File: config.mk
export PLATFORM = sky130hd
export DESIGN_NAME = cdi_int_arbiter
export DESIGN_NICKNAME = d
export VERILOG_FILES = /design/src/cdi_pkg.sv /design/src/cdi_prio_enc.sv /design/src/cdi_int_arbiter.sv
export SDC_FILE = /design/constraint.sdc
export NUM_CORES = 1
export LEC_CHECK = 0
export ABC_CLOCK_PERIOD_IN_PS = 5900
export BUFFER_PORTS_ARGS = -buffer_cell sky130_fd_sc_hd__buf_2
export CAP_MARGIN = 15
export CORE_ASPECT_RATIO = 1.2
export CORE_MARGIN = 8
export CORE_UTILIZATION = 60
export CTS_BUF_LIST = sky130_fd_sc_hd__clkbuf_8
export DETAILED_ROUTE_END_ITERATION = 8
export GPL_TIMING_DRIVEN = 0
export PLACE_DENSITY = 0.83
export SYNTH_ARGS = -nofsm -noshare
export SYNTH_HDL_FRONTEND = slang
export SYNTH_SLANG_ARGS = --single-unit
File: constraint.sdc
create_clock -name mclk -period 5.9 [get_ports mclk]
set_input_delay 1.18 -clock mclk [delete_from_list [all_inputs] [get_ports mclk]]
set_output_delay 1.18 -clock mclk [all_outputs]
set_load 0.02 [all_outputs]
File: src/cdi_pkg.sv
/*
 * Shared constants and types of the CPU/DMA interrupt arbitration block:
 * register offsets, field positions, reset values and the pipeline stage enum.
 * Assumes nothing of its surroundings; it is compiled before any module.
 */
package cdi_pkg;

    // Source count and the depth of the enable/mask/flag hazard window.
    localparam int NSRC         = 16;
    localparam int HAZARD_DEPTH = 3;

    // Register byte offsets on the AXI4-Lite slave.
    localparam logic [7:0] OFF_STATUS    = 8'h00;
    localparam logic [7:0] OFF_IEMASK    = 8'h04;
    localparam logic [7:0] OFF_FLAGS     = 8'h08;
    localparam logic [7:0] OFF_EVT_STAT  = 8'h0C;
    localparam logic [7:0] OFF_EVT_MASK  = 8'h10;
    localparam logic [7:0] OFF_DMA_LATCH = 8'h14;
    localparam logic [7:0] OFF_STATE     = 8'h18;

    // Field positions.
    localparam int GIE_BIT      = 13;
    localparam int DMA_MASK_LSB = 16;
    localparam int EVT_CPU_TAKE = 0;
    localparam int EVT_DMA_TAKE = 1;
    localparam int EVT_DMA_DONE = 2;
    localparam int EVT_W        = 3;
    localparam int STATE_STG    = 8;
    localparam int STATE_DMA    = 4;

    // Reset values.
    localparam logic [31:0]     STATUS_RST = 32'h0000_0000;
    localparam logic [31:0]     IEMASK_RST = 32'h0000_0000;
    localparam logic [NSRC-1:0] FLAGS_RST  = 16'h0000;
    localparam logic [EVT_W-1:0] EVT_RST   = 3'h0;

    // AXI responses.
    localparam logic [1:0] RESP_OKAY   = 2'h0;
    localparam logic [1:0] RESP_SLVERR = 2'h2;

    typedef enum logic [1:0] {
        STG_IDLE   = 2'b00,
        STG_DECODE = 2'b01,
        STG_READ   = 2'b10,
        STG_EXEC   = 2'b11
    } cdi_stage_t;

endpackage

File: src/cdi_prio_enc.sv
/*
 * Fixed-priority encoder: the lowest-numbered active request wins.
 * Assumes requests come from logic on the same clock; purely combinational.
 */
`timescale 1ns/1ps
module cdi_prio_enc #(
    parameter int N = 16,
    parameter int W = 4
) (
    // Requests
    input  wire logic [N-1:0] req,
    // Result
    output logic              any,
    output logic [W-1:0]      idx
);

    always_comb begin
        any = 1'b0;
        idx = '0;
        for (int i = N - 1; i >= 0; i--) begin
            if (req[i]) begin
                any = 1'b1;
                idx = W'(i);
            end
        end
    end

endmodule

File: src/cdi_int_arbiter.sv
/*
 * CPU/DMA interrupt arbitration: shared flags, global enable, the recognition
 * sequence through decode, read and execute, DMA latching, and an AXI4-Lite
 * register slave with a sticky event interrupt.
 * Assumes the pipeline signals and source events are synchronous to mclk.
 */
// How it works
// - A DMA channel without interrupt sync is untouched by CPU interrupt processing.
// - CPU and DMA accept pending interrupts only at an instruction fetch boundary.
// - Stalled fetch or single-instruction repeat holds off interrupt response.
// - CPU and DMA share one flag set; DMA may clear flags even with GLOBAL_INT_ENABLE off.
// - One source can hit CPU and DMA together; DMA done raises a flag.
// - Taking an interrupt clears global enable; that clear beats a same-cycle load.
// - Status reads within two cycles after recognition already see global enable 0.
// - Decode clears enable and flag, reads stack pointer; read vectors; execute stores.
// - A later status load overwrites the interrupt clear; the routine starts enabled.
// - The repeat-single instruction is uninterruptible, making status logic ops atomic.
// - After clearing global enable, three more instructions may still be interrupted.
// - After setting global enable, interrupts may be held off three instructions.
// - After clearing a CPU mask bit, three more instructions may still take that source.
// - After setting a flag, three instructions may run before it is taken.
// - Return-from-interrupt sets global enable back to 1.
// - DMA-enabled sources are latched for the DMA, flag cleared, DMA notified.
`timescale 1ns/1ps
module cdi_int_arbiter
    import cdi_pkg::*;
#(
    parameter int          NS      = NSRC,
    parameter logic [3:0]  TC_FLAG = 4'hF
) (
    // Clock and reset
    input  wire logic              mclk,
    input  wire logic              rstn,
    // AXI4-Lite write
    input  wire logic [7:0]        s_axi_awaddr,
    input  wire logic              s_axi_awvalid,
    output logic                   s_axi_awready,
    input  wire logic [31:0]       s_axi_wdata,
    input  wire logic [3:0]        s_axi_wstrb,
    input  wire logic              s_axi_wvalid,
    output logic                   s_axi_wready,
    output logic [1:0]             s_axi_bresp,
    output logic                   s_axi_bvalid,
    input  wire logic              s_axi_bready,
    // AXI4-Lite read
    input  wire logic [7:0]        s_axi_araddr,
    input  wire logic              s_axi_arvalid,
    output logic                   s_axi_arready,
    output logic [31:0]            s_axi_rdata,
    output logic [1:0]             s_axi_rresp,
    output logic                   s_axi_rvalid,
    input  wire logic              s_axi_rready,
    // CPU pipeline
    input  wire logic              fetchBoundary,
    input  wire logic              fetchStall,
    input  wire logic              repeatSingleInstr,
    input  wire logic              statusLoad,
    input  wire logic [31:0]       statusLoadData,
    input  wire logic              retiExec,
    // Interrupt sources and DMA
    input  wire logic [NS-1:0]     srcEvent,
    input  wire logic              dmaTcDone,
    input  wire logic              dmaReset,
    // Pipeline sequence outputs
    output logic                   globalIntEnable,
    output logic [31:0]            statusWord,
    output logic                   intRecognized,
    output logic                   readStackPointer,
    output logic                   vectorRead,
    output logic                   storeReturnAddr,
    output logic [$clog2(NS)-1:0]  vectorIndex,
    // DMA outputs
    output logic                   dmaNotify,
    output logic [$clog2(NS)-1:0]  dmaSource,
    // Event interrupt
    output logic                   irq
);

    localparam int IW = $clog2(NS);

    function automatic logic [NS-1:0] oneHot(input logic [IW-1:0] i);
        logic [NS-1:0] v;
        v    = '0;
        v[i] = 1'b1;
        return v;
    endfunction

    function automatic logic hitReg(input logic [7:0] a, input logic [7:0] off);
        return a[7:2] == off[7:2];
    endfunction

    function automatic logic [31:0] mergeStrb(input logic [31:0] old, input logic [31:0] nw,
                                              input logic [3:0] strb);
        logic [31:0] r;
        r = old;
        for (int b = 0; b < 4; b++) begin
            if (strb[b]) begin
                r[8*b +: 8] = nw[8*b +: 8];
            end
        end
        return r;
    endfunction

    cdi_stage_t          stage_q;
    cdi_stage_t          stage_d;
    logic [31:0]         status_q;
    logic [31:0]         ieMask_q;
    logic [NS-1:0]       flags_q;
    logic [NS-1:0]       dmaLatch_q;
    logic [EVT_W-1:0]    evtStat_q;
    logic [EVT_W-1:0]    evtMask_q;
    logic [IW-1:0]       vecIdx_q;
    logic [IW-1:0]       dmaSrc_q;
    logic                dmaNotify_q;
    logic                intRec_q;
    logic                rdSp_q;
    logic                vecRd_q;
    logic                stRet_q;
    logic                irq_q;

    // Hazard history, shifted once per fetch boundary.
    logic [HAZARD_DEPTH-1:0] gieHist_q;
    logic [NS-1:0]           maskHist_q [HAZARD_DEPTH];
    logic [NS-1:0]           flagHist_q [HAZARD_DEPTH];

    // AXI bookkeeping.
    logic        awReady_q;
    logic        wReady_q;
    logic        awHave_q;
    logic        wHave_q;
    logic [7:0]  awAddr_q;
    logic [31:0] wData_q;
    logic [3:0]  wStrb_q;
    logic        bValid_q;
    logic [1:0]  bResp_q;
    logic        arReady_q;
    logic        rValid_q;
    logic [31:0] rData_q;
    logic [1:0]  rResp_q;

    logic awFire;
    logic wFire;
    logic doWrite;
    logic awHave_d;
    logic wHave_d;
    logic bValid_d;
    logic arFire;
    logic rValid_d;
    logic wrStatus;
    logic wrIeMask;
    logic wrFlags;
    logic wrEvtStat;
    logic wrEvtMask;
    logic wrMapped;

    assign awFire    = s_axi_awvalid && awReady_q;
    assign wFire     = s_axi_wvalid && wReady_q;
    assign doWrite   = awHave_q && wHave_q && !bValid_q;
    assign awHave_d  = doWrite ? 1'b0 : (awHave_q | awFire);
    assign wHave_d   = doWrite ? 1'b0 : (wHave_q | wFire);
    assign bValid_d  = doWrite | (bValid_q & ~s_axi_bready);
    assign arFire    = s_axi_arvalid && arReady_q;
    assign rValid_d  = arFire | (rValid_q & ~s_axi_rready);
    assign wrStatus  = doWrite && hitReg(awAddr_q, OFF_STATUS);
    assign wrIeMask  = doWrite && hitReg(awAddr_q, OFF_IEMASK);
    assign wrFlags   = doWrite && hitReg(awAddr_q, OFF_FLAGS);
    assign wrEvtStat = doWrite && hitReg(awAddr_q, OFF_EVT_STAT);
    assign wrEvtMask = doWrite && hitReg(awAddr_q, OFF_EVT_MASK);
    // Every word from the status register up to the state register is mapped.
    assign wrMapped  = awAddr_q[7:2] <= OFF_STATE[7:2];

    // Recognition: enable, CPU mask and flag are seen through the hazard history,
    // so these edits take effect after three fetch boundaries; a flag clear acts at once.
    logic          acceptSlot;
    logic [NS-1:0] cpuPend;
    logic [NS-1:0] dmaPend;
    logic          cpuAny;
    logic          dmaAny;
    logic [IW-1:0] cpuIdx;
    logic [IW-1:0] dmaIdx;
    logic          intTake;
    logic          dmaTake;

    assign acceptSlot = fetchBoundary && !fetchStall && !repeatSingleInstr;
    assign cpuPend    = flags_q & flagHist_q[HAZARD_DEPTH-1]
                      & maskHist_q[HAZARD_DEPTH-1];
    assign dmaPend    = flags_q & flagHist_q[HAZARD_DEPTH-1]
                      & ieMask_q[DMA_MASK_LSB +: NS];
    assign intTake    = acceptSlot && stage_q == STG_IDLE && cpuAny
                      && gieHist_q[HAZARD_DEPTH-1];
    assign dmaTake    = acceptSlot && dmaAny;

    cdi_prio_enc #(.N(NS), .W(IW)) cpuEnc (
        .req (cpuPend),
        .any (cpuAny),
        .idx (cpuIdx)
    );

    cdi_prio_enc #(.N(NS), .W(IW)) dmaEnc (
        .req (dmaPend),
        .any (dmaAny),
        .idx (dmaIdx)
    );

    genvar g;
    generate
        for (g = 0; g < HAZARD_DEPTH; g++) begin : hist
            always_ff @(posedge mclk or negedge rstn) begin
                if (!rstn) begin
                    gieHist_q[g]  <= 1'b0;
                    maskHist_q[g] <= '0;
                    flagHist_q[g] <= '0;
                end else if (intTake) begin
                    // The hardware clear is immediate; only software edits lag.
                    gieHist_q[g]  <= 1'b0;
                    maskHist_q[g] <= (g == 0) ? ieMask_q[NS-1:0] : maskHist_q[g-1];
                    flagHist_q[g] <= (g == 0) ? flags_q : flagHist_q[g-1];
                end else if (fetchBoundary) begin
                    gieHist_q[g]  <= (g == 0) ? status_q[GIE_BIT] : gieHist_q[g-1];
                    maskHist_q[g] <= (g == 0) ? ieMask_q[NS-1:0] : maskHist_q[g-1];
                    flagHist_q[g] <= (g == 0) ? flags_q : flagHist_q[g-1];
                end
            end
        end
    endgenerate

    // Pipeline sequence, one stage per cycle after recognition.
    always_comb begin
        case (stage_q)
            STG_IDLE:   stage_d = intTake ? STG_DECODE : STG_IDLE;
            STG_DECODE: stage_d = STG_READ;
            STG_READ:   stage_d = STG_EXEC;
            STG_EXEC:   stage_d = STG_IDLE;
            default:    stage_d = STG_IDLE;
        endcase
    end

    always_ff @(posedge mclk or negedge rstn) begin
        if (!rstn) begin
            stage_q  <= STG_IDLE;
            intRec_q <= 1'b0;
            rdSp_q   <= 1'b0;
            vecRd_q  <= 1'b0;
            stRet_q  <= 1'b0;
            vecIdx_q <= '0;
        end else begin
            stage_q  <= stage_d;
            intRec_q <= intTake;
            rdSp_q   <= stage_d == STG_DECODE;
            vecRd_q  <= stage_d == STG_READ;
            stRet_q  <= stage_d == STG_EXEC;
            if (intTake) begin
                vecIdx_q <= cpuIdx;
            end
        end
    end

    // Clearing at the recognition edge makes reads in the following cycles see
    // the enable at 0 until a status load, return or status write sets it again.
    always_ff @(posedge mclk or negedge rstn) begin
        if (!rstn) begin
            status_q <= STATUS_RST;
        end else if (intTake) begin
            status_q[GIE_BIT] <= 1'b0;
        end else if (statusLoad) begin
            status_q <= statusLoadData;
        end else if (retiExec) begin
            status_q[GIE_BIT] <= 1'b1;
        end else if (wrStatus) begin
            status_q <= mergeStrb(status_q, wData_q, wStrb_q);
        end
    end

    always_ff @(posedge mclk or negedge rstn) begin
        if (!rstn) begin
            ieMask_q  <= IEMASK_RST;
            evtMask_q <= EVT_RST;
        end else begin
            if (wrIeMask) begin
                ieMask_q <= mergeStrb(ieMask_q, wData_q, wStrb_q);
            end
            if (wrEvtMask && wStrb_q[0]) begin
                evtMask_q <= wData_q[EVT_W-1:0];
            end
        end
    end

    // Shared flags: takes clear, new events set, and a set beats any clear.
    always_ff @(posedge mclk or negedge rstn) begin
        if (!rstn) begin
            flags_q <= FLAGS_RST;
        end else begin
            flags_q <= ((wrFlags ? NS'(mergeStrb(32'(flags_q), wData_q, wStrb_q)) : flags_q)
                     & ~(intTake ? oneHot(cpuIdx) : '0)
                     & ~(dmaTake ? oneHot(dmaIdx) : '0))
                     | srcEvent
                     | (dmaTcDone ? oneHot(TC_FLAG[IW-1:0]) : '0);
        end
    end

    always_ff @(posedge mclk or negedge rstn) begin
        if (!rstn) begin
            dmaLatch_q  <= '0;
            dmaNotify_q <= 1'b0;
            dmaSrc_q    <= '0;
        end else begin
            dmaLatch_q  <= (dmaReset ? '0 : dmaLatch_q)
                         | (dmaTake ? oneHot(dmaIdx) : '0);
            dmaNotify_q <= dmaTake;
            if (dmaTake) begin
                dmaSrc_q <= dmaIdx;
            end
        end
    end

    always_ff @(posedge mclk or negedge rstn) begin
        if (!rstn) begin
            evtStat_q <= EVT_RST;
            irq_q     <= 1'b0;
        end else begin
            evtStat_q <= (evtStat_q & ~((wrEvtStat && wStrb_q[0]) ? wData_q[EVT_W-1:0] : '0))
                       | {dmaTcDone, dmaTake, intTake};
            irq_q     <= |(evtStat_q & evtMask_q);
        end
    end

    always_ff @(posedge mclk or negedge rstn) begin
        if (!rstn) begin
            awReady_q <= 1'b0;
            wReady_q  <= 1'b0;
            awHave_q  <= 1'b0;
            wHave_q   <= 1'b0;
            awAddr_q  <= 8'h00;
            wData_q   <= 32'h0000_0000;
            wStrb_q   <= 4'h0;
            bValid_q  <= 1'b0;
            bResp_q   <= RESP_OKAY;
        end else begin
            awHave_q  <= awHave_d;
            wHave_q   <= wHave_d;
            bValid_q  <= bValid_d;
            awReady_q <= !awHave_d && !bValid_d;
            wReady_q  <= !wHave_d && !bValid_d;
            if (awFire) begin
                awAddr_q <= s_axi_awaddr;
            end
            if (wFire) begin
                wData_q <= s_axi_wdata;
                wStrb_q <= s_axi_wstrb;
            end
            if (doWrite) begin
                bResp_q <= wrMapped ? RESP_OKAY : RESP_SLVERR;
            end
        end
    end

    always_ff @(posedge mclk or negedge rstn) begin
        if (!rstn) begin
            arReady_q <= 1'b0;
            rValid_q  <= 1'b0;
            rData_q   <= 32'h0000_0000;
            rResp_q   <= RESP_OKAY;
        end else begin
            rValid_q  <= rValid_d;
            arReady_q <= !rValid_d;
            if (arFire) begin
                rResp_q <= RESP_OKAY;
                if (hitReg(s_axi_araddr, OFF_STATUS)) begin
                    rData_q <= status_q;
                end else if (hitReg(s_axi_araddr, OFF_IEMASK)) begin
                    rData_q <= ieMask_q;
                end else if (hitReg(s_axi_araddr, OFF_FLAGS)) begin
                    rData_q <= 32'(flags_q);
                end else if (hitReg(s_axi_araddr, OFF_EVT_STAT)) begin
                    rData_q <= 32'(evtStat_q);
                end else if (hitReg(s_axi_araddr, OFF_EVT_MASK)) begin
                    rData_q <= 32'(evtMask_q);
                end else if (hitReg(s_axi_araddr, OFF_DMA_LATCH)) begin
                    rData_q <= 32'(dmaLatch_q);
                end else if (hitReg(s_axi_araddr, OFF_STATE)) begin
                    rData_q <= 32'({stage_q, 4'(dmaSrc_q), 4'(vecIdx_q)});
                end else begin
                    rData_q <= 32'h0000_0000;
                    rResp_q <= RESP_SLVERR;
                end
            end
        end
    end

    assign s_axi_awready    = awReady_q;
    assign s_axi_wready     = wReady_q;
    assign s_axi_bvalid     = bValid_q;
    assign s_axi_bresp      = bResp_q;
    assign s_axi_arready    = arReady_q;
    assign s_axi_rvalid     = rValid_q;
    assign s_axi_rdata      = rData_q;
    assign s_axi_rresp      = rResp_q;
    assign globalIntEnable  = status_q[GIE_BIT];
    assign statusWord       = status_q;
    assign intRecognized    = intRec_q;
    assign readStackPointer = rdSp_q;
    assign vectorRead       = vecRd_q;
    assign storeReturnAddr  = stRet_q;
    assign vectorIndex      = vecIdx_q;
    assign dmaNotify        = dmaNotify_q;
    assign dmaSource        = dmaSrc_q;
    assign irq              = irq_q;

endmodule

==> results.toml <==
[timing]
worstMarginPinSlew_ps = 881
fin_crit_sh = 0.515
setup_viol = 0
rsz0062_at_grt = "false"
maxSlewHeadroom = 0.413
fmax_ghz = 0.329
setup_slack_ps = 2860
fin_crit_ps = 3040
clock_skew_ps = 30.8
hold_viol = 0
fin_tns_setup_ps = 0
report.final.slew_viol_count = 0

[cells_and_area]
fin_area_um2 = 15800
fill_cells = 1485
multi_input_area_um2 = 5650
synthToLayoutAreaGrowth_pct = 17.2
antennaDiodeCount = 0
finalNetCount = 1429
drive_gt1_frac = 0.391
final_util = 0.711
ff_latch_area_um2 = 7510

[critical_path]
critPathLaunchType = "primary input"
cp-end-kind = "flop"
path_class = "in2reg"
worstPathMaxFanout = 10
cp_top_family = "simple AND/OR/NAND/NOR gates"
reg2reg_setup_slack_ps = 3430
slowest_stage = "nor2_1"
r2r_start = "s_axi_bvalid"
reg2reg_depth = 8
r2r-end = "flags_q[7]"
cp.required_ps = 6360
critical_path.max_stage_delay_ps = 610
cp_num_buf_inv = 2
path_cells = "buf_2, nor3_1, nand2b_1, nor2_1, buf_2, a22oi_1, nand3_1, o21ai_1, o21ai_0"
cp.arrival_ps = 3490
crit_path_frequent_cell = "buf_2"

[grt]
grt_usage = 0.290
grt_pass1_wl_um = 62000
gr-total-overflow = 0
grt_pass1_vias = 10614
antenna_found_initial = 1
grt_max_degree = 128

[worst_hold_path]
min_path_type = "reg2reg"
min_from = "wHave_q"
whs_path_depth = 1
hold_end = "s_axi_wready"

[place]
place_ws_ps = 2320
hpwl_um = 30100
io_buffers = 193
dpl-instance-area_um2 = 14900
place.gp.congestion = 0.909

[logic_synthesis]
synth-edff-count = 0
syn_area_um2 = 13500
seq_area_frac_synth = 0.557
avgSynthCellArea_um2 = 12.6
async_flop_share = 1.00
yosys_warnings = 0
ys.flop_type = "dfrtp_1"
synth_cell_types = 71
ys_ff_latch = 300
syn_inst = 1066

[clock_tree]
cts_tree = "built"
holdBufCountCts = 0
cts_buffers = 47
cts.repair.resized = 0
max-clock-path-buffers = 3
cts_root_buf = "clkbuf_8"
clk_pin_slew_worst_paths_ps = 70
cts_setup_buffers = 0
htree_levels = 2
worst_skew_pair.late_latency_ps = 570
cts_sinks = 300

[floorplan]
core-area_um2 = 22200
io_pins = 202
die_h_um = 180
start_util = 0.607
num_rows = 60
die_x_um = 153
die_area_um2 = 27500

[routing]
drt-total-wl_um = 40200
drt_first_pass_iters = 7
viasPerCell = 6.21
wl_per_cell_um = 24.8
drc_errors = 0
drt_iter0_markers = 821
ant_nets = 0
vias = 10076

[power]
p_leak_nw = 7.33
p_per_area_nw_per_um2 = 460
peakVddDrop_v = 0.000303
finalPower_mw = 7.27

[run_status]
status = "finished, final reports clean"

[run]
drv_cap = 0
worst max path at each step:
stage                     from  cells after the start              to
2_1_floorplan    fetchBoundary                      6     flags_q[15]
3_3_place_gp              rstn                      1  flagHist_q[25]
6_report       s_axi_araddr[7]                      9  s_axi_rdata[2]
5_1_grt        s_axi_araddr[7]                      9  s_axi_rdata[2]
4_1_cts        s_axi_araddr[7]                      9  s_axi_rdata[2]
3_5_place_dp   s_axi_araddr[7]                      9  s_axi_rdata[2]
cell usage in the layout, fill, tap and decap left out, types with 8 or more instances in the layout:
cell / instances
o21ai_0: 49
mux2_2: 199
buf_1: 11
mux2_1: 14
mux2_4: 24
o31ai_1: 23
and3_1: 16
inv_1: 45
dfrtp_1: 300
a21o_1: 10
nand2_1: 84
a21oi_1: 27
nor2b_1: 11
clkbuf_1: 25
clkbuf_8: 56
buf_2: 200
nor2_1: 24
nand3_1: 37
a211oi_1: 10
mux2i_1: 35
o21ai_1: 9
nor3_1: 8
a222oi_1: 8
cells by family (layout without fill, tap and decap cells):
kind of cell	Yosys count	in the layout	synth area share
AND/OR/NAND/NOR	232	232	0.0966
multiplexers	272	272	0.231
flip-flops	300	300	0.557
other	1	2	0.000278
buffers and inverters	78	355	0.0242
AO/OA/AOI/OAI	179	179	0.0878
adder cells (fa/ha/maj)	4	4	0.00371
where the power goes:
group,leakage [nW],internal (mW),total [mW],switching [mW]
registers,3.63,2.59,3.12,0.529
logic,3.15,0.989,2.39,1.40
clock network,0.547,0.948,1.76,0.814
total,7.33,4.53,7.27,2.74
worst reg2reg max path: stages, from the launching register on:
cell and delay (ps):
dfrtp_1 390, nand3b_1 340, nor3_4 380, nand2_1 130
nor3b_1 260, buf_4 260, mux2i_1 290, a221oi_2 70
or2_1 230
per-layer routing:
layer  global-route usage  vias to the layer above  part of all wire
met5                    0                        -           0.00032
met3               0.0590                      110             0.074
li1                     -                     4368                 -
met2                0.496                      488              0.50
met4                0.113                        2             0.036
met1                0.357                     5108              0.39
sequential cells by signal (all words and copies together) (netlist names), 2 cells and up:
name,count
awAddr_q,6
dmaLatch_q,16
dmaSource,4
evtMask_q,3
evtStat_q,3
flagHist_q,48
flags_q,16
gieHist_q,3
ieMask_q,32
maskHist_q,48
s_axi_rdata,32
stage_q,2
statusWord,32
vectorIndex,4
wData_q,32
wStrb_q,4
per-stage QoR:
stage	hold slack, ps	cells
4_1_cts	465	1623
5_1_grt	491	1623
3_3_place_gp	453	1539
2_1_floorplan	426	1067
6_report	473	1623
3_5_place_dp	463	1541
area by class of cell:
class,count,area share
clock inverter,26,0.0106
multi-input combinational,689,0.358
tap,279,0.0221
timing repair buffer,195,0.0652
sequential,300,0.475
inverter,29,0.00720
clock buffer,56,0.0488
buffer,49,0.0135
Yosys cell counts, types with 7 or more instances:
cell | number | share of area
nor2_1 | 24 | 0.0067
a21oi_1 | 27 | 0.010
buf_2 | 8 | 0.0030
clkbuf_1 | 25 | 0.0070
o21ai_0 | 49 | 0.018
mux2_2 | 199 | 0.17
nor2b_1 | 11 | 0.0051
mux2_1 | 14 | 0.012
o21ai_1 | 9 | 0.0033
nand2_1 | 84 | 0.023
nor3_1 | 8 | 0.0030
and3_1 | 16 | 0.0074
mux2i_1 | 35 | 0.026
a221oi_1 | 7 | 0.0045
dfrtp_1 | 300 | 0.56
mux2_4 | 24 | 0.027
nand3_1 | 37 | 0.014
a211oi_1 | 10 | 0.0056
buf_1 | 11 | 0.0031
a222oi_1 | 8 | 0.0059
inv_1 | 28 | 0.0078
a21o_1 | 10 | 0.0056
o31ai_1 | 23 | 0.013
Power figures use the tool's default switching activity.
